==> config.mk <==
export PLATFORM = sky130hd
export DESIGN_NAME = twmr_top
export DESIGN_NICKNAME = d
export VERILOG_FILES = /design/src/rtl/twmr_pkg.sv /design/src/rtl/twmr_bus_monitor.sv /design/src/rtl/twmr_sync.sv /design/src/rtl/twmr_top.sv
export VERILOG_INCLUDE_DIRS = /design/src /design/src/rtl
export SDC_FILE = /design/constraint.sdc
export NUM_CORES = 1
export LEC_CHECK = 0
export BUFFER_PORTS_ARGS = -buffer_cell sky130_fd_sc_hd__clkbuf_2
export CAP_MARGIN = 15
export CORE_MARGIN = 5
export CORE_UTILIZATION = 35
export DETAILED_ROUTE_END_ITERATION = 16
export GPL_ROUTABILITY_DRIVEN = 0
export SYNTH_ARGS = -nofsm -noshare
export SYNTH_HDL_FRONTEND = slang
export SYNTH_SLANG_ARGS = --single-unit
==> constraint.sdc <==
create_clock -name clk_i -period 2.9 [get_ports clk_i]
set_clock_uncertainty 0.1 [all_clocks]
set_input_delay 0.435 -clock clk_i [delete_from_list [all_inputs] [get_ports clk_i]]
set_output_delay 0.435 -clock clk_i [all_outputs]
set_load 0.1 [all_outputs]
==> src/rtl/twmr_consts.svh <==
// Register offsets, field positions, reset values, status codes and timing of the receive sequencer.
`ifndef TWMR_CONSTS_SVH
`define TWMR_CONSTS_SVH

// Byte addresses of the three registers on the register bus.
`define TWMR_OFS_CONTROL    8'h00
`define TWMR_OFS_STATUS     8'h04
`define TWMR_OFS_DATA       8'h08

// Field positions inside the control register.
`define TWMR_CTL_FLAG       7
`define TWMR_CTL_ACK_EN     6
`define TWMR_CTL_START      5
`define TWMR_CTL_STOP       4
`define TWMR_CTL_WCOL       3
`define TWMR_CTL_ENABLE     2
`define TWMR_CTL_IE         0

// Reset values.
`define TWMR_RST_CONTROL    8'h00
`define TWMR_RST_STATUS     8'hF8
`define TWMR_RST_DATA       8'hFF

// Status codes, prescaler bits at zero.
`define TWMR_ST_START       8'h08
`define TWMR_ST_RESTART     8'h10
`define TWMR_ST_AW_ACK      8'h18
`define TWMR_ST_AW_NACK     8'h20
`define TWMR_ST_DW_ACK      8'h28
`define TWMR_ST_DW_NACK     8'h30
`define TWMR_ST_ARB_LOST    8'h38
`define TWMR_ST_AR_ACK      8'h40
`define TWMR_ST_AR_NACK     8'h48
`define TWMR_ST_DR_ACK      8'h50
`define TWMR_ST_DR_NACK     8'h58
`define TWMR_ST_CODE_MASK   8'hF8

// Timing: one quarter of a bus clock period, and the system clock rate.
`define TWMR_QUARTER_NS     200
`define TWMR_CLK_MHZ        10

// Register bus responses.
`define TWMR_RESP_OKAY      2'h0
`define TWMR_RESP_SLVERR    2'h2

`endif

==> src/rtl/twmr_pkg.sv <==
// Types shared by the receive sequencer modules.
package twmr_pkg;

  // Bus sequencer states.
  typedef enum logic [2:0] {
    ST_IDLE,
    ST_FREE,
    ST_START,
    ST_STOP,
    ST_BYTE,
    ST_WAIT,
    ST_GO
  } twmr_state_e;

  typedef logic [7:0] twmr_byte_t;

endpackage

==> src/rtl/twmr_bus_monitor.sv <==
// Bus-busy tracker that watches START and STOP conditions on the serial bus.
`timescale 1ns/10ps
module twmr_bus_monitor (
  input  wire logic clk_i,      // System clock.
  input  wire logic reset_n_i,  // Synchronous reset, active low.
  input  wire logic scl_i,      // Synchronised clock line.
  input  wire logic sda_i,      // Synchronised data line.
  output logic      busy_o      // High between a START and the following STOP.
);

  logic sda_prev_q;
  wire  start_seen;
  wire  stop_seen;

  // Data edges while the clock line is high are bus conditions.
  assign start_seen = scl_i & sda_prev_q & ~sda_i;
  assign stop_seen  = scl_i & ~sda_prev_q & sda_i;

  // Busy is a level; any master's START, ours included, marks the bus taken.
  always_ff @(posedge clk_i) begin
    if (!reset_n_i) begin
      sda_prev_q <= 1'b1;
      busy_o     <= 1'b0;
    end else begin
      sda_prev_q <= sda_i;
      if (start_seen) begin
        busy_o <= 1'b1;
      end else if (stop_seen) begin
        busy_o <= 1'b0;
      end
    end
  end

endmodule

==> src/rtl/twmr_sync.sv <==
// Two-flop synchroniser for one line of the serial bus.
`timescale 1ns/10ps
module twmr_sync (
  input  wire logic clk_i,      // System clock.
  input  wire logic reset_n_i,  // Synchronous reset, active low.
  input  wire logic async_i,    // Level from outside the clock domain.
  output logic      sync_o      // Level safe to read in the clock domain.
);

  logic meta_q;

  // The first flop feeds only the second; lines idle high, so reset to one.
  always_ff @(posedge clk_i) begin
    if (!reset_n_i) begin
      meta_q <= 1'b1;
      sync_o <= 1'b1;
    end else begin
      meta_q <= async_i;
      sync_o <= meta_q;
    end
  end

endmodule

==> src/rtl/twmr_top.sv <==
// Master-receive sequencer of the two-wire unit with its register slave.
//
// Design decisions made here: the placing of the registers and register access over AXI4-Lite.
`timescale 1ns/10ps
`include "twmr_consts.svh"

// Function
// - Device waits for a free bus, then drives the START condition.
// - After START the flag is set and status reads 0x08.
// - After address and acknowledge bit the flag sets with 0x38, 0x40 or 0x48.
// - Status codes assume prescaler bits zero; software masks them.
// - Repeated START reports 0x10; read or write address may follow.
// - 0x38: clear without start releases bus; with start, START when free.
// - 0x40: clear flag; ack_enable selects ACK or NACK for next byte.
// - 0x48: start gives repeated START, stop gives STOP, both give STOP then START.
// - 0x50: byte received and acknowledged; read it, clear flag, choose next ACK.
// - 0x58: byte received with NACK; then repeated START, STOP, or both.
// - Device clears stop_request itself once STOP is driven, also before new START.
// - Data writes while the flag is clear are dropped and set write_collision.
// - While the flag is set all bus activity halts until software clears it.
module twmr_top (
  input  wire logic        clk_i,           // System clock, 10 MHz.
  input  wire logic        reset_n_i,       // Synchronous reset, active low.
  input  wire logic [7:0]  s_axi_awaddr,    // Write address.
  input  wire logic        s_axi_awvalid,   // Write address valid.
  output logic             s_axi_awready,   // Write address ready.
  input  wire logic [31:0] s_axi_wdata,     // Write data.
  input  wire logic [3:0]  s_axi_wstrb,     // Write byte strobes.
  input  wire logic        s_axi_wvalid,    // Write data valid.
  output logic             s_axi_wready,    // Write data ready.
  output logic [1:0]       s_axi_bresp,     // Write response.
  output logic             s_axi_bvalid,    // Write response valid.
  input  wire logic        s_axi_bready,    // Write response ready.
  input  wire logic [7:0]  s_axi_araddr,    // Read address.
  input  wire logic        s_axi_arvalid,   // Read address valid.
  output logic             s_axi_arready,   // Read address ready.
  output logic [31:0]      s_axi_rdata,     // Read data.
  output logic [1:0]       s_axi_rresp,     // Read response.
  output logic             s_axi_rvalid,    // Read data valid.
  input  wire logic        s_axi_rready,    // Read data ready.
  input  wire logic        scl_i,           // Clock line level.
  output logic             scl_o,           // Clock line drive value, always low.
  output logic             scl_oe_n_o,      // Clock line pulled low when zero.
  input  wire logic        sda_i,           // Data line level.
  output logic             sda_o,           // Data line drive value, always low.
  output logic             sda_oe_n_o,      // Data line pulled low when zero.
  output logic             irq_o            // Interrupt request, active high.
);

  localparam int         QCYC_RAW = (`TWMR_QUARTER_NS * `TWMR_CLK_MHZ) / 1000;
  localparam int         QCYC     = (QCYC_RAW < 1) ? 1 : QCYC_RAW;
  localparam logic [7:0] QLAST    = 8'(QCYC - 1);

  // Status code after a finished byte, chosen from direction and acknowledge.
  function automatic twmr_pkg::twmr_byte_t byte_code(input logic rx, input logic addr,
                                                    input logic rd, input logic ack);
    if (rx) begin
      byte_code = ack ? `TWMR_ST_DR_ACK : `TWMR_ST_DR_NACK;
    end else if (addr && rd) begin
      byte_code = ack ? `TWMR_ST_AR_ACK : `TWMR_ST_AR_NACK;
    end else if (addr) begin
      byte_code = ack ? `TWMR_ST_AW_ACK : `TWMR_ST_AW_NACK;
    end else begin
      byte_code = ack ? `TWMR_ST_DW_ACK : `TWMR_ST_DW_NACK;
    end
  endfunction

  twmr_pkg::twmr_state_e state_q, state_d;
  logic [1:0]            phase_q, phase_d;
  logic [7:0]            qcnt_q, qcnt_d;
  logic [3:0]            bit_q, bit_d;
  twmr_pkg::twmr_byte_t  shift_q, shift_d;
  twmr_pkg::twmr_byte_t  code_q, code_d;
  twmr_pkg::twmr_byte_t  data_q;
  logic                  own_q, own_d;
  logic                  rx_q, rx_d;
  logic                  addr_q, addr_d;
  logic                  rd_q, rd_d;
  logic                  ackout_q, ackout_d;
  logic                  scl_dr_d, sda_dr_d;
  logic                  set_flag, hw_stop_clr, load_rx;
  logic                  flag_q, ack_en_q, start_q, stop_q, wcol_q, en_q, ie_q;
  logic [1:0]            presc_q;
  logic                  aw_taken_q, w_taken_q;
  logic [7:0]            awaddr_q;
  logic [31:0]           wdata_q;
  logic [3:0]            wstrb_q;
  logic                  scl_s, sda_s, busy;

  twmr_sync u_scl_sync (.clk_i(clk_i), .reset_n_i(reset_n_i), .async_i(scl_i), .sync_o(scl_s));
  twmr_sync u_sda_sync (.clk_i(clk_i), .reset_n_i(reset_n_i), .async_i(sda_i), .sync_o(sda_s));
  twmr_bus_monitor u_mon (
    .clk_i     (clk_i),
    .reset_n_i (reset_n_i),
    .scl_i     (scl_s),
    .sda_i     (sda_s),
    .busy_o    (busy)
  );

  // Register bus decode; a write lands once address and data are both held.
  wire do_wr     = aw_taken_q & w_taken_q & ~s_axi_bvalid;
  wire wr_lane   = wstrb_q[0];
  wire wr_ctl    = do_wr & wr_lane & (awaddr_q == `TWMR_OFS_CONTROL);
  wire wr_stat   = do_wr & wr_lane & (awaddr_q == `TWMR_OFS_STATUS);
  wire wr_data   = do_wr & wr_lane & (awaddr_q == `TWMR_OFS_DATA);
  wire wr_map    = (awaddr_q == `TWMR_OFS_CONTROL) | (awaddr_q == `TWMR_OFS_STATUS) |
                   (awaddr_q == `TWMR_OFS_DATA);
  wire flag_clr  = wr_ctl & wdata_q[`TWMR_CTL_FLAG];
  wire rd_go     = s_axi_arvalid & s_axi_arready;
  wire rd_map    = (s_axi_araddr == `TWMR_OFS_CONTROL) | (s_axi_araddr == `TWMR_OFS_STATUS) |
                   (s_axi_araddr == `TWMR_OFS_DATA);
  wire [7:0] ctl_rd  = {flag_q, ack_en_q, start_q, stop_q, wcol_q, en_q, 1'b0, ie_q};
  wire [7:0] stat_rd = {code_q[7:3], 1'b0, presc_q};
  wire [7:0] rd_byte = (s_axi_araddr == `TWMR_OFS_CONTROL) ? ctl_rd :
                       (s_axi_araddr == `TWMR_OFS_STATUS)  ? stat_rd :
                       (s_axi_araddr == `TWMR_OFS_DATA)    ? data_q : 8'h00;

  // Quarter-bit timing; a released clock line that a slave still holds low stretches phase 2.
  wire active  = (state_q == twmr_pkg::ST_START) | (state_q == twmr_pkg::ST_STOP) |
                 (state_q == twmr_pkg::ST_BYTE);
  wire tick    = (qcnt_q == QLAST);
  wire stall   = (phase_q == 2'h2) & ~scl_s;
  wire adv     = active & tick & ~stall;
  wire last    = (bit_q == 4'h8);
  wire tx_bit  = rx_q ? (last ? ~ackout_q : 1'b1) : (last ? 1'b1 : shift_q[7]);
  wire tx_code = (code_q == `TWMR_ST_START) | (code_q == `TWMR_ST_RESTART) |
                 (code_q == `TWMR_ST_AW_ACK) | (code_q == `TWMR_ST_AW_NACK) |
                 (code_q == `TWMR_ST_DW_ACK) | (code_q == `TWMR_ST_DW_NACK);
  wire rx_code = (code_q == `TWMR_ST_AR_ACK) | (code_q == `TWMR_ST_DR_ACK);
  wire addr_code = (code_q == `TWMR_ST_START) | (code_q == `TWMR_ST_RESTART);

  // Bus sequencer. The pin drive bits are the output flops themselves (zero pulls low).
  always_comb begin
    state_d     = state_q;
    phase_d     = phase_q;
    qcnt_d      = (active && !tick) ? qcnt_q + 8'h01 : 8'h00;
    bit_d       = bit_q;
    shift_d     = shift_q;
    code_d      = code_q;
    own_d       = own_q;
    rx_d        = rx_q;
    addr_d      = addr_q;
    rd_d        = rd_q;
    ackout_d    = ackout_q;
    scl_dr_d    = scl_oe_n_o;
    sda_dr_d    = sda_oe_n_o;
    set_flag    = 1'b0;
    hw_stop_clr = 1'b0;
    load_rx     = 1'b0;
    if (adv) begin
      phase_d = phase_q + 2'h1;
    end
    case (state_q)
      twmr_pkg::ST_IDLE: begin
        if (!flag_q && stop_q) begin
          state_d     = own_q ? twmr_pkg::ST_STOP : twmr_pkg::ST_IDLE;
          hw_stop_clr = ~own_q;
          phase_d     = 2'h0;
        end else if (!flag_q && start_q) begin
          state_d = own_q ? twmr_pkg::ST_START : twmr_pkg::ST_FREE;
          phase_d = 2'h0;
        end
      end
      twmr_pkg::ST_FREE: begin
        if (!busy && scl_s && sda_s) begin
          state_d = twmr_pkg::ST_START;
          phase_d = 2'h0;
        end
      end
      twmr_pkg::ST_START: begin
        if (adv) begin
          case (phase_q)
            2'h0: sda_dr_d = 1'b1;
            2'h1: scl_dr_d = 1'b1;
            2'h2: sda_dr_d = 1'b0;
            default: begin
              scl_dr_d = 1'b0;
              code_d   = own_q ? `TWMR_ST_RESTART : `TWMR_ST_START;
              own_d    = 1'b1;
              set_flag = 1'b1;
              state_d  = twmr_pkg::ST_WAIT;
            end
          endcase
        end
      end
      twmr_pkg::ST_STOP: begin
        if (adv) begin
          case (phase_q)
            2'h0: sda_dr_d = 1'b0;
            2'h1: scl_dr_d = 1'b1;
            2'h2: sda_dr_d = 1'b1;
            default: begin
              own_d       = 1'b0;
              hw_stop_clr = 1'b1;
              state_d     = start_q ? twmr_pkg::ST_FREE : twmr_pkg::ST_IDLE;
            end
          endcase
        end
      end
      twmr_pkg::ST_BYTE: begin
        if (adv) begin
          case (phase_q)
            2'h0: sda_dr_d = tx_bit;
            2'h1: scl_dr_d = 1'b1;
            2'h2: begin
              if (!last) begin
                shift_d = {shift_q[6:0], sda_s};
              end
              if ((rx_q == last) && tx_bit && !sda_s) begin
                code_d   = `TWMR_ST_ARB_LOST;
                own_d    = 1'b0;
                sda_dr_d = 1'b1;
                scl_dr_d = 1'b1;
                set_flag = 1'b1;
                state_d  = twmr_pkg::ST_WAIT;
              end
            end
            default: begin
              scl_dr_d = 1'b0;
              bit_d    = bit_q + 4'h1;
              if (last) begin
                code_d   = byte_code(rx_q, addr_q, rd_q, rx_q ? ackout_q : ~sda_s);
                load_rx  = rx_q;
                set_flag = 1'b1;
                state_d  = twmr_pkg::ST_WAIT;
              end
            end
          endcase
        end
      end
      twmr_pkg::ST_WAIT: begin
        if (!flag_q) begin
          state_d = twmr_pkg::ST_GO;
        end
      end
      twmr_pkg::ST_GO: begin
        phase_d = 2'h0;
        bit_d   = 4'h0;
        if (stop_q && own_q) begin
          state_d = twmr_pkg::ST_STOP;
        end else if (start_q) begin
          state_d = own_q ? twmr_pkg::ST_START : twmr_pkg::ST_FREE;
        end else if (!own_q) begin
          state_d  = twmr_pkg::ST_IDLE;
          sda_dr_d = 1'b1;
          scl_dr_d = 1'b1;
        end else if (tx_code) begin
          state_d = twmr_pkg::ST_BYTE;
          rx_d    = 1'b0;
          addr_d  = addr_code;
          rd_d    = addr_code ? data_q[0] : rd_q;
          shift_d = data_q;
        end else if (rx_code) begin
          state_d  = twmr_pkg::ST_BYTE;
          rx_d     = 1'b1;
          addr_d   = 1'b0;
          ackout_d = ack_en_q;
        end else begin
          state_d = twmr_pkg::ST_IDLE;
        end
      end
      default: state_d = twmr_pkg::ST_IDLE;
    endcase
    if (!en_q) begin
      state_d  = twmr_pkg::ST_IDLE;
      own_d    = 1'b0;
      scl_dr_d = 1'b1;
      sda_dr_d = 1'b1;
    end
  end

  // Sequencer state.
  always_ff @(posedge clk_i) begin
    if (!reset_n_i) begin
      state_q    <= twmr_pkg::ST_IDLE;
      phase_q    <= 2'h0;
      qcnt_q     <= 8'h00;
      bit_q      <= 4'h0;
      shift_q    <= 8'h00;
      own_q      <= 1'b0;
      rx_q       <= 1'b0;
      addr_q     <= 1'b0;
      rd_q       <= 1'b0;
      ackout_q   <= 1'b0;
      scl_oe_n_o <= 1'b1;
      sda_oe_n_o <= 1'b1;
    end else begin
      state_q    <= state_d;
      phase_q    <= phase_d;
      qcnt_q     <= qcnt_d;
      bit_q      <= bit_d;
      shift_q    <= shift_d;
      own_q      <= own_d;
      rx_q       <= rx_d;
      addr_q     <= addr_d;
      rd_q       <= rd_d;
      ackout_q   <= ackout_d;
      scl_oe_n_o <= scl_dr_d;
      sda_oe_n_o <= sda_dr_d;
    end
  end

  // Control, status and data registers. A hardware set of the flag wins over a clear.
  always_ff @(posedge clk_i) begin
    if (!reset_n_i) begin
      {flag_q, ack_en_q, start_q, stop_q, wcol_q, en_q, ie_q} <= 7'h00;
      code_q  <= `TWMR_RST_STATUS;
      presc_q <= 2'h0;
      data_q  <= `TWMR_RST_DATA;
      irq_o   <= 1'b0;
    end else begin
      flag_q <= set_flag | (flag_q & ~flag_clr);
      code_q <= code_d;
      irq_o  <= flag_q & ie_q;
      if (hw_stop_clr) begin
        stop_q <= 1'b0;
      end
      if (wr_ctl) begin
        ack_en_q <= wdata_q[`TWMR_CTL_ACK_EN];
        start_q  <= wdata_q[`TWMR_CTL_START];
        stop_q   <= wdata_q[`TWMR_CTL_STOP] | (stop_q & ~hw_stop_clr);
        en_q     <= wdata_q[`TWMR_CTL_ENABLE];
        ie_q     <= wdata_q[`TWMR_CTL_IE];
      end
      if (wr_stat) begin
        presc_q <= wdata_q[1:0];
      end
      if (load_rx) begin
        data_q <= shift_q;
      end else if (wr_data && flag_q) begin
        data_q <= wdata_q[7:0];
        wcol_q <= 1'b0;
      end else if (wr_data) begin
        wcol_q <= 1'b1;
      end
    end
  end

  // Register bus handshakes: one write and one read at a time.
  always_ff @(posedge clk_i) begin
    if (!reset_n_i) begin
      aw_taken_q    <= 1'b0;
      w_taken_q     <= 1'b0;
      awaddr_q      <= 8'h00;
      wdata_q       <= 32'h0000_0000;
      wstrb_q       <= 4'h0;
      s_axi_awready <= 1'b1;
      s_axi_wready  <= 1'b1;
      s_axi_bvalid  <= 1'b0;
      s_axi_bresp   <= `TWMR_RESP_OKAY;
      s_axi_arready <= 1'b1;
      s_axi_rvalid  <= 1'b0;
      s_axi_rdata   <= 32'h0000_0000;
      s_axi_rresp   <= `TWMR_RESP_OKAY;
      scl_o         <= 1'b0;
      sda_o         <= 1'b0;
    end else begin
      if (s_axi_awvalid && s_axi_awready) begin
        aw_taken_q    <= 1'b1;
        awaddr_q      <= s_axi_awaddr;
        s_axi_awready <= 1'b0;
      end
      if (s_axi_wvalid && s_axi_wready) begin
        w_taken_q    <= 1'b1;
        wdata_q      <= s_axi_wdata;
        wstrb_q      <= s_axi_wstrb;
        s_axi_wready <= 1'b0;
      end
      if (do_wr) begin
        s_axi_bvalid <= 1'b1;
        s_axi_bresp  <= wr_map ? `TWMR_RESP_OKAY : `TWMR_RESP_SLVERR;
        aw_taken_q   <= 1'b0;
        w_taken_q    <= 1'b0;
      end
      if (s_axi_bvalid && s_axi_bready) begin
        s_axi_bvalid  <= 1'b0;
        s_axi_awready <= 1'b1;
        s_axi_wready  <= 1'b1;
      end
      if (rd_go) begin
        s_axi_arready <= 1'b0;
        s_axi_rvalid  <= 1'b1;
        s_axi_rdata   <= {24'h00_0000, rd_byte};
        s_axi_rresp   <= rd_map ? `TWMR_RESP_OKAY : `TWMR_RESP_SLVERR;
      end else if (s_axi_rvalid && s_axi_rready) begin
        s_axi_rvalid  <= 1'b0;
        s_axi_arready <= 1'b1;
      end
    end
  end

endmodule
* Word level (Yosys, flattened, before mapping)
Cells that the tools add are included. Widths: inputs -> output; s select.
Word-level totals: register bits after elaboration 100, bits of input ports 61, logic and storage cells 306
Operators by class: $add $sub $neg 3, eq/ne operators 49, mux-type cells 116, bitwise logic cells 46, reductions and logical operators 50
Operator list (count):
- $mux 8 | 17
- $mux 3 | 16
- $pmux 8 s2 | 3
- $mux 1 | 47
- $ne 2x2->1 const B | 17
- $reduce_and 11->1 | 3
- $eq 8x4->1 const B | 3
- $eq 8x6->1 const B | 3
- $pmux 3 s7 | 1
- $and 1x1->1 | 18
- $eq 8x3->1 const B | 2
- $eq 8x5->1 const B | 2
- $eq 8x7->1 const B | 2
- $logic_not 8->1 | 2
- $mux 2 | 8
- $mux 4 | 4
- $reduce_and 8->1 | 2
- $reduce_bool 2->1 | 8
- $logic_and 1x1->1 | 14
- $mux 7 | 2
- $not 1->1 | 14
- $or 1x1->1 | 14
- $pmux 1 s2 | 7
- $mux 6 | 2
- other kinds (33) | 53

* Logic depth before layout (Yosys ltp)
Gate-level depths: netlist of the first run.
word-level depth 11, mapped depth 10

* Hierarchy
A second synthesis of the first run with hierarchy kept.
Unflattened totals: cells, all modules 606, area total of the unflattened synthesis 5008.6 sq um
By module, submodules not included:
- twmr_top | times used 1, cells each 589, area an instance 4829.6 sq um, seq. area each 1781.7 sq um
- twmr_sync | times used 2, cells each 4, area an instance 52.6 sq um, seq. area each 40.0 sq um
- twmr_bus_monitor | times used 1, cells each 9, area an instance 73.8 sq um, seq. area each 40.0 sq um

* Least setup slack after synthesis of the first run
Ideal clock, no wire load.
kind register to register, from register bit_q[0], to register code_q[4], library setup time 0.095 ns, arrival 2.251 ns, required time 2.705 ns, slack 0.453 ns, cell stages (with the launch flop) 10, cells stage by stage dfxtp_1 inv_1 ha_1 nand3b_1 inv_2 ha_1 nor4_1 a221oi_1 or2_4 o311ai_1
On the way: word-level cells in the longest chain between the ends 7, elaborated cells between the ends (all ways) 10
Ends and longest elaborated chain:
- start: declaration | RTL line twmr_top.sv:71 | logic [3:0] bit_q, bit_d;
- start signal: assignment | RTL line twmr_top.sv:291 | bit_q <= bit_d;
- $eq 4x4->1 (*) | RTL line twmr_top.sv:124 | wire last = (bit_q == 4'h8);
- $mux 1 (2 in a row) | RTL line twmr_top.sv:125 | wire tx_bit = rx_q ? (last ? ~ackout_q : 1'b1) : (last ? 1'b1 : shift_q[7]);
- $logic_and 1x1->1 (2 in a row) | RTL line twmr_top.sv:209 | if ((rx_q == last) && tx_bit && !sda_s) begin
- $ne 3x2->1 (no line)
- $reduce_and 7->1 (no line) (*)
- end signal: assignment | RTL line twmr_top.sv:307 | code_q <= `TWMR_RST_STATUS;
- end signal: assignment | RTL line twmr_top.sv:313 | code_q <= code_d;
- end: declaration | RTL line twmr_top.sv:73 | twmr_pkg::twmr_byte_t code_q, code_d;
Mark *: on every way between the ends. The rest lies on a longest branch, timed or not. A chain may end at the register's enable or synchronous reset.

* Worst setup path after layout of the first run
Ends and elaborated chain as after synthesis.

==> results of run 1 <==
==> metal layers <==
| layer | part of all wire | global-route usage | vias to the layer above |
|---|---|---|---|
| li1 | - | - | 2102 |
| met1 | 0.48 | 0.213 | 1940 |
| met2 | 0.43 | 0.215 | 128 |
| met3 | 0.066 | 0.0232 | 17 |
| met4 | 0.021 | 0.0630 | 0 |
| met5 | 0 | 0 | - |
==> power groups by stage <==
stage / sequential (uW) / clock [uW] / combinational (uW)
2_1_floorplan: 1430 / 0 / 266
3_3_place_gp: 1380 / 0 / 332
3_5_place_dp: 1390 / 0 / 334
4_1_cts: 1360 / 1150 / 335
5_1_grt: 1360 / 1190 / 355
6_report: 1360 / 1110 / 335
==> kinds of logic (layout without fill, tap and decap cells) <==
logic type	after synthesis	in the layout
AND/OR/NAND/NOR	236	236
AO/OA/AOI/OAI	117	117
flip-flops	95	95
buffers and inverters	74	97
multiplexers	41	41
XOR/XNOR	12	12
adder cells (fa/ha/maj)	11	11
other	1	28
==> worst min-delay path by stage <==
stage                            startpoint           endpoint  cells past startpoint  slack (ps)
after floorplan           u_scl_sync.meta_q  u_scl_sync.sync_o                      1         290
after global placement    u_sda_sync.meta_q  u_sda_sync.sync_o                      1         290
after detailed placement  u_sda_sync.meta_q  u_sda_sync.sync_o                      1         290
after CTS                             scl_i  u_scl_sync.meta_q                      2         150
after global routing                  sda_i  u_sda_sync.meta_q                      2         190
final                                 scl_i  u_scl_sync.meta_q                      2         170
==> sequential cells by signal (all words and copies together), names as in the netlist, 2 cells and up <==
name	flops
bit_q	4
awaddr_q	8
data_q	8
phase_q	2
state_q	3
shift_q	8
wdata_q	8
code_q	5
s_axi_rdata	8
qcnt_q	8
presc_q	2
==> Yosys cell counts (all sizes together) (5+ instances only) <==
library cell / count
a2111oi: 7
nand4: 8
nand2: 64
nor2b: 10
a21oi: 48
and3: 5
nand3b: 5
xnor2: 7
nor4: 7
nor3: 14
a211oi: 11
inv: 17
dfxtp: 95
buf: 33
xor2: 5
o21ai: 21
nand3: 21
nand2b: 18
mux2: 9
ha: 11
nor2: 65
mux2i: 32
clkbuf: 24
==> worst reg2reg max path: cells and delay by family, from the launching register on <==
family | cells | cell delay [ps]
adder cells (fa/ha/maj) | 2 | 490
flip-flops | 1 | 370
buffers and inverters | 2 | 160
AO/OA/AOI/OAI | 2 | 540
AND/OR/NAND/NOR | 3 | 860
==> stage by stage <==
step	power (uW)	hold WS, ps	setup WS (ps)
floorplan	1690	286	453
global placement	1720	290	482
detailed placement	1720	292	327
CTS	2840	150	291
global route	2910	186	47.6
finish	2800	167	281
==> cell type report <==
cell class                      instances  area, um2  share of cell area
Clock inverter                          4       27.5             0.00497
Timing Repair Buffer                   64        353              0.0637
Inverter                               17       63.8              0.0115
Clock buffer                           12        246              0.0445
Sequential cell                        95       1900               0.344
Tap cell                              180        225              0.0407
Multi-Input combinational cell        445       2720               0.491
==> qor.txt, run 1 <==
R2R Path End - code_q[4]
post-synthesis compound-gate area fraction - 0.155
PortBufs - 51
endpoints failing hold - 0
Final period util - 0.903
Slew Limit Fails - 0
grt total ovfl - 0
hold-fix buffers at CTS - 0
status - completed
Tightest Pin Transition - 667 ps
Avg Cell Area, Syn - 8.36 um2
main combinational cell family by area after synthesis - simple AND/OR/NAND/NOR gates
ys async rst share - 0
critical path startpoint - bit_q[0]
Max-Cap Viols - 0
Synth Area in Simple Gates - 0.242
P_sw - 809 uW
Core ar. - 0.0138 mm2
commonest non-fill, non-tap cell in the layout - dfxtp_1
arrival time at the worst endpoint - 2760 ps
minimum clock period - 2620 ps
unrepaired setup endpoints after global routing - false
clock slew at reported path FFs - 60 ps
CTS Buf Count - 9
CP Buf/Inv Count - 2
post-route ant nets - 0
Worst R2R Start - bit_q[0]
most used cell along the critical path - ha_1
YS warnings - 0
post-CTS sizing - 0
f_max - 0.382 GHz
Seq/Total Area, Yosys - 0.387
Post-Syn Instances - 587
Inst Count DP - 801
Worst Path Max Fanout - 5
first-pass GRT wire length - 19.7 mm
Lkg Pwr - 0.00226 uW
slowest stage cell, crit path - nor4_1
Synth top area share - 0.387
TritonRoute pass-1 iters - 4
Rel. slew slack - 0.553
Post-synth EDFFs - 0
Synth cell types - 65
Clock Sinks - 95
Starting Density - 0.355
number of global-route vias before repair - 3948
fillers - 1431
Int Pwr - 1990 uW
hpwl dp - 8.83 mm
Slowest Stage Delay on Critical Path - 420 ps
fin util - 0.400
aggregate global-route resource usage - 0.147
Die Wd - 128 um
CTS tree - built
die height - 128 um
Worst VDD drop - 0.000251 V
Vias/cell - 5.12
Critical Path Sink - code_q[4]
DR WL/cell - 14.7 um
Mapped Area - 0.00491 mm2
Setup Buffers After CTS - 0
largest net degree at the start of global routing - 30
top cell family by delay on the critical path - simple AND/OR/NAND/NOR gates
Worst path depth - 9
Reg2Reg Depth - 9
Placed Instance Area - 0.00526 mm2
synth-to-layout area growth - 12.8%
die footprint - 0.0165 mm2
mux share of post-synthesis cell area - 0.0859
worst-path cell chain - inv_1 -> ha_1 -> nand3b_1 -> inv_2 -> ha_1 -> nor4_1 -> a221oi_1 -> or2_4 -> o311ai_1
fin area - 0.00554 mm2
Root Driver - clkbuf_16
CTS H-tree depth - 3
power per cell area - 506 mW/mm2
initial antenna violation count - 0
Main synth FF type - dfxtp_1
IO Count - 107
Critical Path RT - 3040 ps
fraction of layout cells with a size suffix above 1 - 0.152
combinational fraction of design power - 0.119
fin cells - 817
largest cells by area after synthesis - dfxtp_1 39%, mux2i_1 6.5%, nor2_1 5.0%
final setup vio count - 0
diode count - 0
Synth Area in XOR/XNOR - 0.0214
crit path kind - reg2reg
Yosys top cell by area - dfxtp_1
vias post-DR - 4187
1st-iter DRT viols - 338
flop2flop setup slack - 280 ps
sequential fraction of design power - 0.484
setup tns final - 0 ps
nets - 704
FP Rows - 43
register bit total from synthesis - 95
Max clock buf depth - 2
clock power share - 0.396
DRC errors left - 0
worst hold path type - in2reg
worst skew pair latency - 350 ps
post-synthesis adder-cell area fraction - 0.0280
total routed wirelength - 12.0 mm
Sw Share - 0.289
commonest non-fill, non-tap cells in the layout - 95 x dfxtp_1, 65 x nor2_1, 64 x nand2_1
CP Capture Type - flop
Worst Setup Start Kind - flop
Note: power is estimated with default switching activity, not from simulation.
==> run 2, diff against run 1 <==
- RECOVER_POWER: not set -> 50
==> run 2 against run 1 <==
Compared with the run above:
- critical path depth stayed put
- global-route usage stayed put
- non-clock buffer count stayed put
- worst setup slack better by 0.79 ps
- critical endpoint unchanged
==> qor.txt, run 2 (synthesis results as in run 1) <==
endpoints failing hold - 0 (unchanged)
grt total ovfl - 0 (unchanged)
power per cell area - 508 mW/mm2 (+0.38%)
Clock Sinks - 95 (unchanged)
vias post-DR - 4202 (+0.36%)
Rel. slew slack - 0.0906 (-0.462)
PortBufs - 51 (unchanged)
CTS Buf Count - 9 (unchanged)
DRC errors left - 0 (unchanged)
crit path kind - reg2reg
CP Capture Type - flop
Setup Buffers After CTS - 0 (unchanged)
critical path startpoint - bit_q[0]
CTS tree - built
f_max - 0.382 GHz (about the same)
initial antenna violation count - 0 (unchanged)
hold-fix buffers at CTS - 0 (unchanged)
Worst Path Max Fanout - 5 (unchanged)
flop2flop setup slack - 280 ps (about the same)
Vias/cell - 5.14 (+0.36%)
worst skew pair latency - 350 ps (about the same)
max layer used - met4
Max-Cap Viols - 0 (unchanged)
IO Count - 107 (unchanged)
Final period util - 0.903 (about the same)
Hold Worst Slack - 167 ps (-0.244 ps)
commonest non-fill, non-tap cells in the layout - 95 x dfxtp_1, 65 x nor2_1, 64 x nand2_1
Worst Setup Start Kind - flop
hpwl dp - 8.83 mm (unchanged)
Reg2Reg Depth - 9 (unchanged)
met2 WL - 5.28 mm (+0.86%)
R2R Path End - code_q[4]
largest net degree at the start of global routing - 30 (unchanged)
Slew Limit Fails - 0 (unchanged)
Worst R2R Start - bit_q[0]
diode count - 0 (unchanged)
Critical Path RT - 3040 ps (about the same)
Starting Density - 0.355 (unchanged)
Worst VDD drop - 0.000252 V (+0.11%)
Die Wd - 128 um (unchanged)
status - completed
worst hold path type - in2reg
CTS H-tree depth - 3 (unchanged)
first-pass GRT wire length - 19.7 mm (unchanged)
die footprint - 0.0165 mm2 (unchanged)
final setup vio count - 0 (unchanged)
Inst Count DP - 801 (unchanged)
fraction of layout cells with a size suffix above 1 - 0.119 (-0.0330)
fin cells - 817 (unchanged)
number of global-route vias before repair - 3948 (unchanged)
unrepaired setup endpoints after global routing - false
Core ar. - 0.0138 mm2 (unchanged)
post-route ant nets - 0 (unchanged)
FP Rows - 43 (unchanged)
met3 wire len - 776 um (-1.9%)
total routed wirelength - 12.0 mm (about the same)
aggregate global-route resource usage - 0.147 (unchanged)
TritonRoute pass-1 iters - 5 (+1)
Tightest Pin Transition - 1360 ps (+697 ps)
minimum clock period - 2620 ps (-0.795 ps)
commonest non-fill, non-tap cell in the layout - dfxtp_1
Max clock buf depth - 2 (unchanged)
nets - 704 (unchanged)
die height - 128 um (unchanged)
fillers - 1444 (+0.91%)
Lkg Pwr - 0.00220 uW (-2.9%)
synth-to-layout area growth - 12.2%
1st-iter DRT viols - 329 (-2.7%)
setup tns final - 0 ps (unchanged)
Root Driver - clkbuf_16
clock slew at reported path FFs - 60 ps (about the same)
Critical Path Sink - code_q[4]
M1 WL - 5.73 mm (-0.61%)
DR WL/cell - 14.7 um (about the same)
post-CTS sizing - 0 (unchanged)
arrival time at the worst endpoint - 2760 ps (about the same)
==> run 2: cell types whose count changed in the layout (fill, tap and decap cells not counted), sizes merged <==
cell / change
clkbuf: +2
buf: -2
==> run 2: worst max-delay path, cell delays in order, from the launching register on <==
cell and delay (ps):
dfxtp_1 370, inv_1 80, ha_1 200, nand3b_1 140, inv_2 80, ha_1 290, nor4_1 420, a221oi_1 250
or2_4 300, o311ai_1 290
==> run 2: where the power goes <==
part | internal [uW] | leakage (uW) | total (uW) | switching, uW
registers | 1330 | 0.000772 | 1360 | 25.7
logic | 49.7 | 0.00129 | 332 | 282
clock network | 609 | 0.000137 | 1110 | 500
==> run 2: final cells by class <==
type	instances	area, um2	share of cell area
inverter	17	63.8	0.0116
tap	180	225	0.0409
multi-input combinational	445	2720	0.494
clock inverter	4	27.5	0.00500
timing repair buffer	64	323	0.0586
sequential	95	1900	0.345
clock buffer	12	246	0.0448
==> run 2: worst min path at each step <==
stage	startpoint	to	cells past startpoint
after global placement	u_sda_sync.meta_q	u_sda_sync.sync_o	1
after global routing	sda_i	u_sda_sync.meta_q	2
final	scl_i	u_scl_sync.meta_q	2
after CTS	scl_i	u_scl_sync.meta_q	2
after detailed placement	u_sda_sync.meta_q	u_sda_sync.sync_o	1
after floorplan	u_scl_sync.meta_q	u_scl_sync.sync_o	1
==> run 2: routing by layer <==
layer / GRT usage / up-vias
met5: 0 / -
met4: 0.0630 / 0
met3: 0.0232 / 19
met2: 0.215 / 134
met1: 0.213 / 1945
li1: - / 2104
==> run 2: per-stage QoR <==
| stage | power, uW | setup WS, ps | instance area, um2 | util |
|---|---|---|---|---|
| 6_report | 2800 | 282 | 5510 | 0.398 |
| 5_1_grt | 2910 | 47.6 | 5510 | 0.398 |
| 4_1_cts | 2840 | 291 | 5540 | 0.400 |
| 3_5_place_dp | 1720 | 327 | 5260 | 0.381 |
| 3_3_place_gp | 1720 | 482 | 5260 | 0.381 |
| 2_1_floorplan | 1690 | 453 | 5010 | - |
==> run 3, diff against run 2 <==
- CELL_PAD_IN_SITES_DETAIL_PLACEMENT: not set -> 1
- CELL_PAD_IN_SITES_GLOBAL_PLACEMENT: not set -> 1
- PLACE_DENSITY_LB_ADDON: not set -> 0.1
==> run 3 against run 2 <==
Compared with the run above:
- hold slack gained 4.0 ps
- utilization grew 0.56 points
- power grew 7.6%
- critical path depth grew 1
- combinational power is essentially flat
- wire length grew 14%
- register-to-register slack lost 40 ps
- maximum frequency shrank 1.5%
- clock-buffer cell count shrank 1
- worst setup slack lost 39 ps
- largest cell class unchanged
==> qor.txt, run 3 (synthesis results as in run 1) <==
status - completed
diode count - 0 (unchanged)
post-route ant nets - 0 (unchanged)
vias post-DR - 4236 (+0.81%)
post-CTS sizing - 0 (unchanged)
Worst VDD drop - 0.000313 V (+24%)
CTS tree - built
power per cell area - 539 mW/mm2 (+6.1%)
final setup vio count - 0 (unchanged)
Max-Cap Viols - 0 (unchanged)
1st-iter DRT viols - 137 (-58%)
commonest non-fill, non-tap cells in the layout - 95 x dfxtp_1, 65 x nor2_1, 64 x nand2_1
Root Driver - clkbuf_16
number of global-route vias before repair - 4348 (+10%)
endpoints failing hold - 0 (unchanged)
Worst Setup Start Kind - flop
Core ar. - 0.0138 mm2 (unchanged)
IO Count - 107 (unchanged)
CP Capture Type - flop
initial antenna violation count - 0 (unchanged)
hold-fix buffers at CTS - 0 (unchanged)
Critical Path RT - 2990 ps (-50 ps)
Final period util - 0.916 (+0.0134)
f_max - 0.376 GHz (-1.5%)
worst skew pair latency - 350 ps (about the same)
CTS Buf Count - 9 (unchanged)
commonest non-fill, non-tap cell in the layout - dfxtp_1
CTS H-tree depth - 3 (unchanged)
synth-to-layout area growth - 13.7%
PortBufs - 51 (unchanged)
worst hold path type - in2reg
Die Wd - 128 um (unchanged)
Starting Density - 0.355 (unchanged)
setup tns final - 0 ps (unchanged)
Slew Limit Fails - 0 (unchanged)
Max clock buf depth - 2 (unchanged)
fin cells - 822 (+0.61%)
minimum clock period - 2660 ps (+38.7 ps)
first-pass GRT wire length - 22.6 mm (+15%)
unrepaired setup endpoints after global routing - false
Clock Sinks - 95 (unchanged)
fraction of layout cells with a size suffix above 1 - 0.125 (+0.00530)
DR WL/cell - 16.7 um (+13%)
hpwl dp - 10.3 mm (+16%)
die footprint - 0.0165 mm2 (unchanged)
grt total ovfl - 0 (unchanged)
nets - 709 (+0.71%)
crit path kind - reg2reg
largest net degree at the start of global routing - 25 (-17%)
TritonRoute pass-1 iters - 4 (-1)
arrival time at the worst endpoint - 2750 ps (about the same)
FP Rows - 43 (unchanged)
Worst Path Max Fanout - 5 (unchanged)
total routed wirelength - 13.7 mm (+14%)
Tightest Pin Transition - 1190 ps (-177 ps)
Rel. slew slack - 0.212 (+0.121)
Lkg Pwr - 0.00224 uW (+2.0%)
die height - 128 um (unchanged)
clock slew at reported path FFs - 70 ps (about the same)
aggregate global-route resource usage - 0.171 (+0.0237)
Setup Buffers After CTS - 0 (unchanged)
Inst Count DP - 806 (+0.62%)
Vias/cell - 5.15 (+0.20%)
DRC errors left - 0 (unchanged)
## run 3: changes by cell type in the layout (fill, tap and decap cells not counted), sizes merged
cell	before	now
clkinv	2	1
bufinv	0	2
buf	11	15
## run 3: report_power, final
part	switching [uW]	internal (uW)
sequential	25.4	1330
clock	531	788
combinational	285	48.5
total	842	2170
## run 3: per-layer routing
metal	track usage	wire length (um)
met1	0.235	6740
met2	0.273	6360
met3	0.0237	410
met4	0.0612	207
met5	0	0
## run 3: worst max-delay path, stage by stage, from the launching register on
cell and delay [ps]:
dfxtp_1 380, inv_1 80, ha_1 200, nand3b_1 120, inv_2 80, ha_1 300, a211o_1 120, nand2_1 50
a221oi_1 690, or2_4 280, o211ai_1 100
## run 3: final timing paths
check | startpoint | cells past startpoint | to | slack [ps]
hold / removal | scl_i | 2 | u_scl_sync.meta_q | 170
setup / recovery | bit_q[0] | 10 | code_q[5] | 240
setup reg to reg | bit_q[0] | 10 | code_q[5] | 240
hold reg to reg | u_scl_sync.meta_q | 1 | u_scl_sync.sync_o | 310
## run 3: metrics by stage
stage | utilization | hold WS [ps] | setup slack, ps | cell area (um2) | power [uW]
after floorplan | - | 286 | 453 | 5010 | 1690
after global placement | 0.383 | 295 | 414 | 5300 | 1720
after detailed placement | 0.383 | 306 | 279 | 5300 | 1720
after CTS | 0.407 | 156 | 263 | 5630 | 3050
after global routing | 0.404 | 162 | 85.3 | 5580 | 3130
final | 0.404 | 171 | 244 | 5580 | 3010
## run 3: cell type report
cell class              count  area [um2]
fillers                  1644        8240
inverters                  17        63.8
well taps                 180         225
clock inverters             5        86.3
repair buffers             69         357
multi-input cells         445        2710
clock buffers              11         243
flip-flops and latches     95        1900
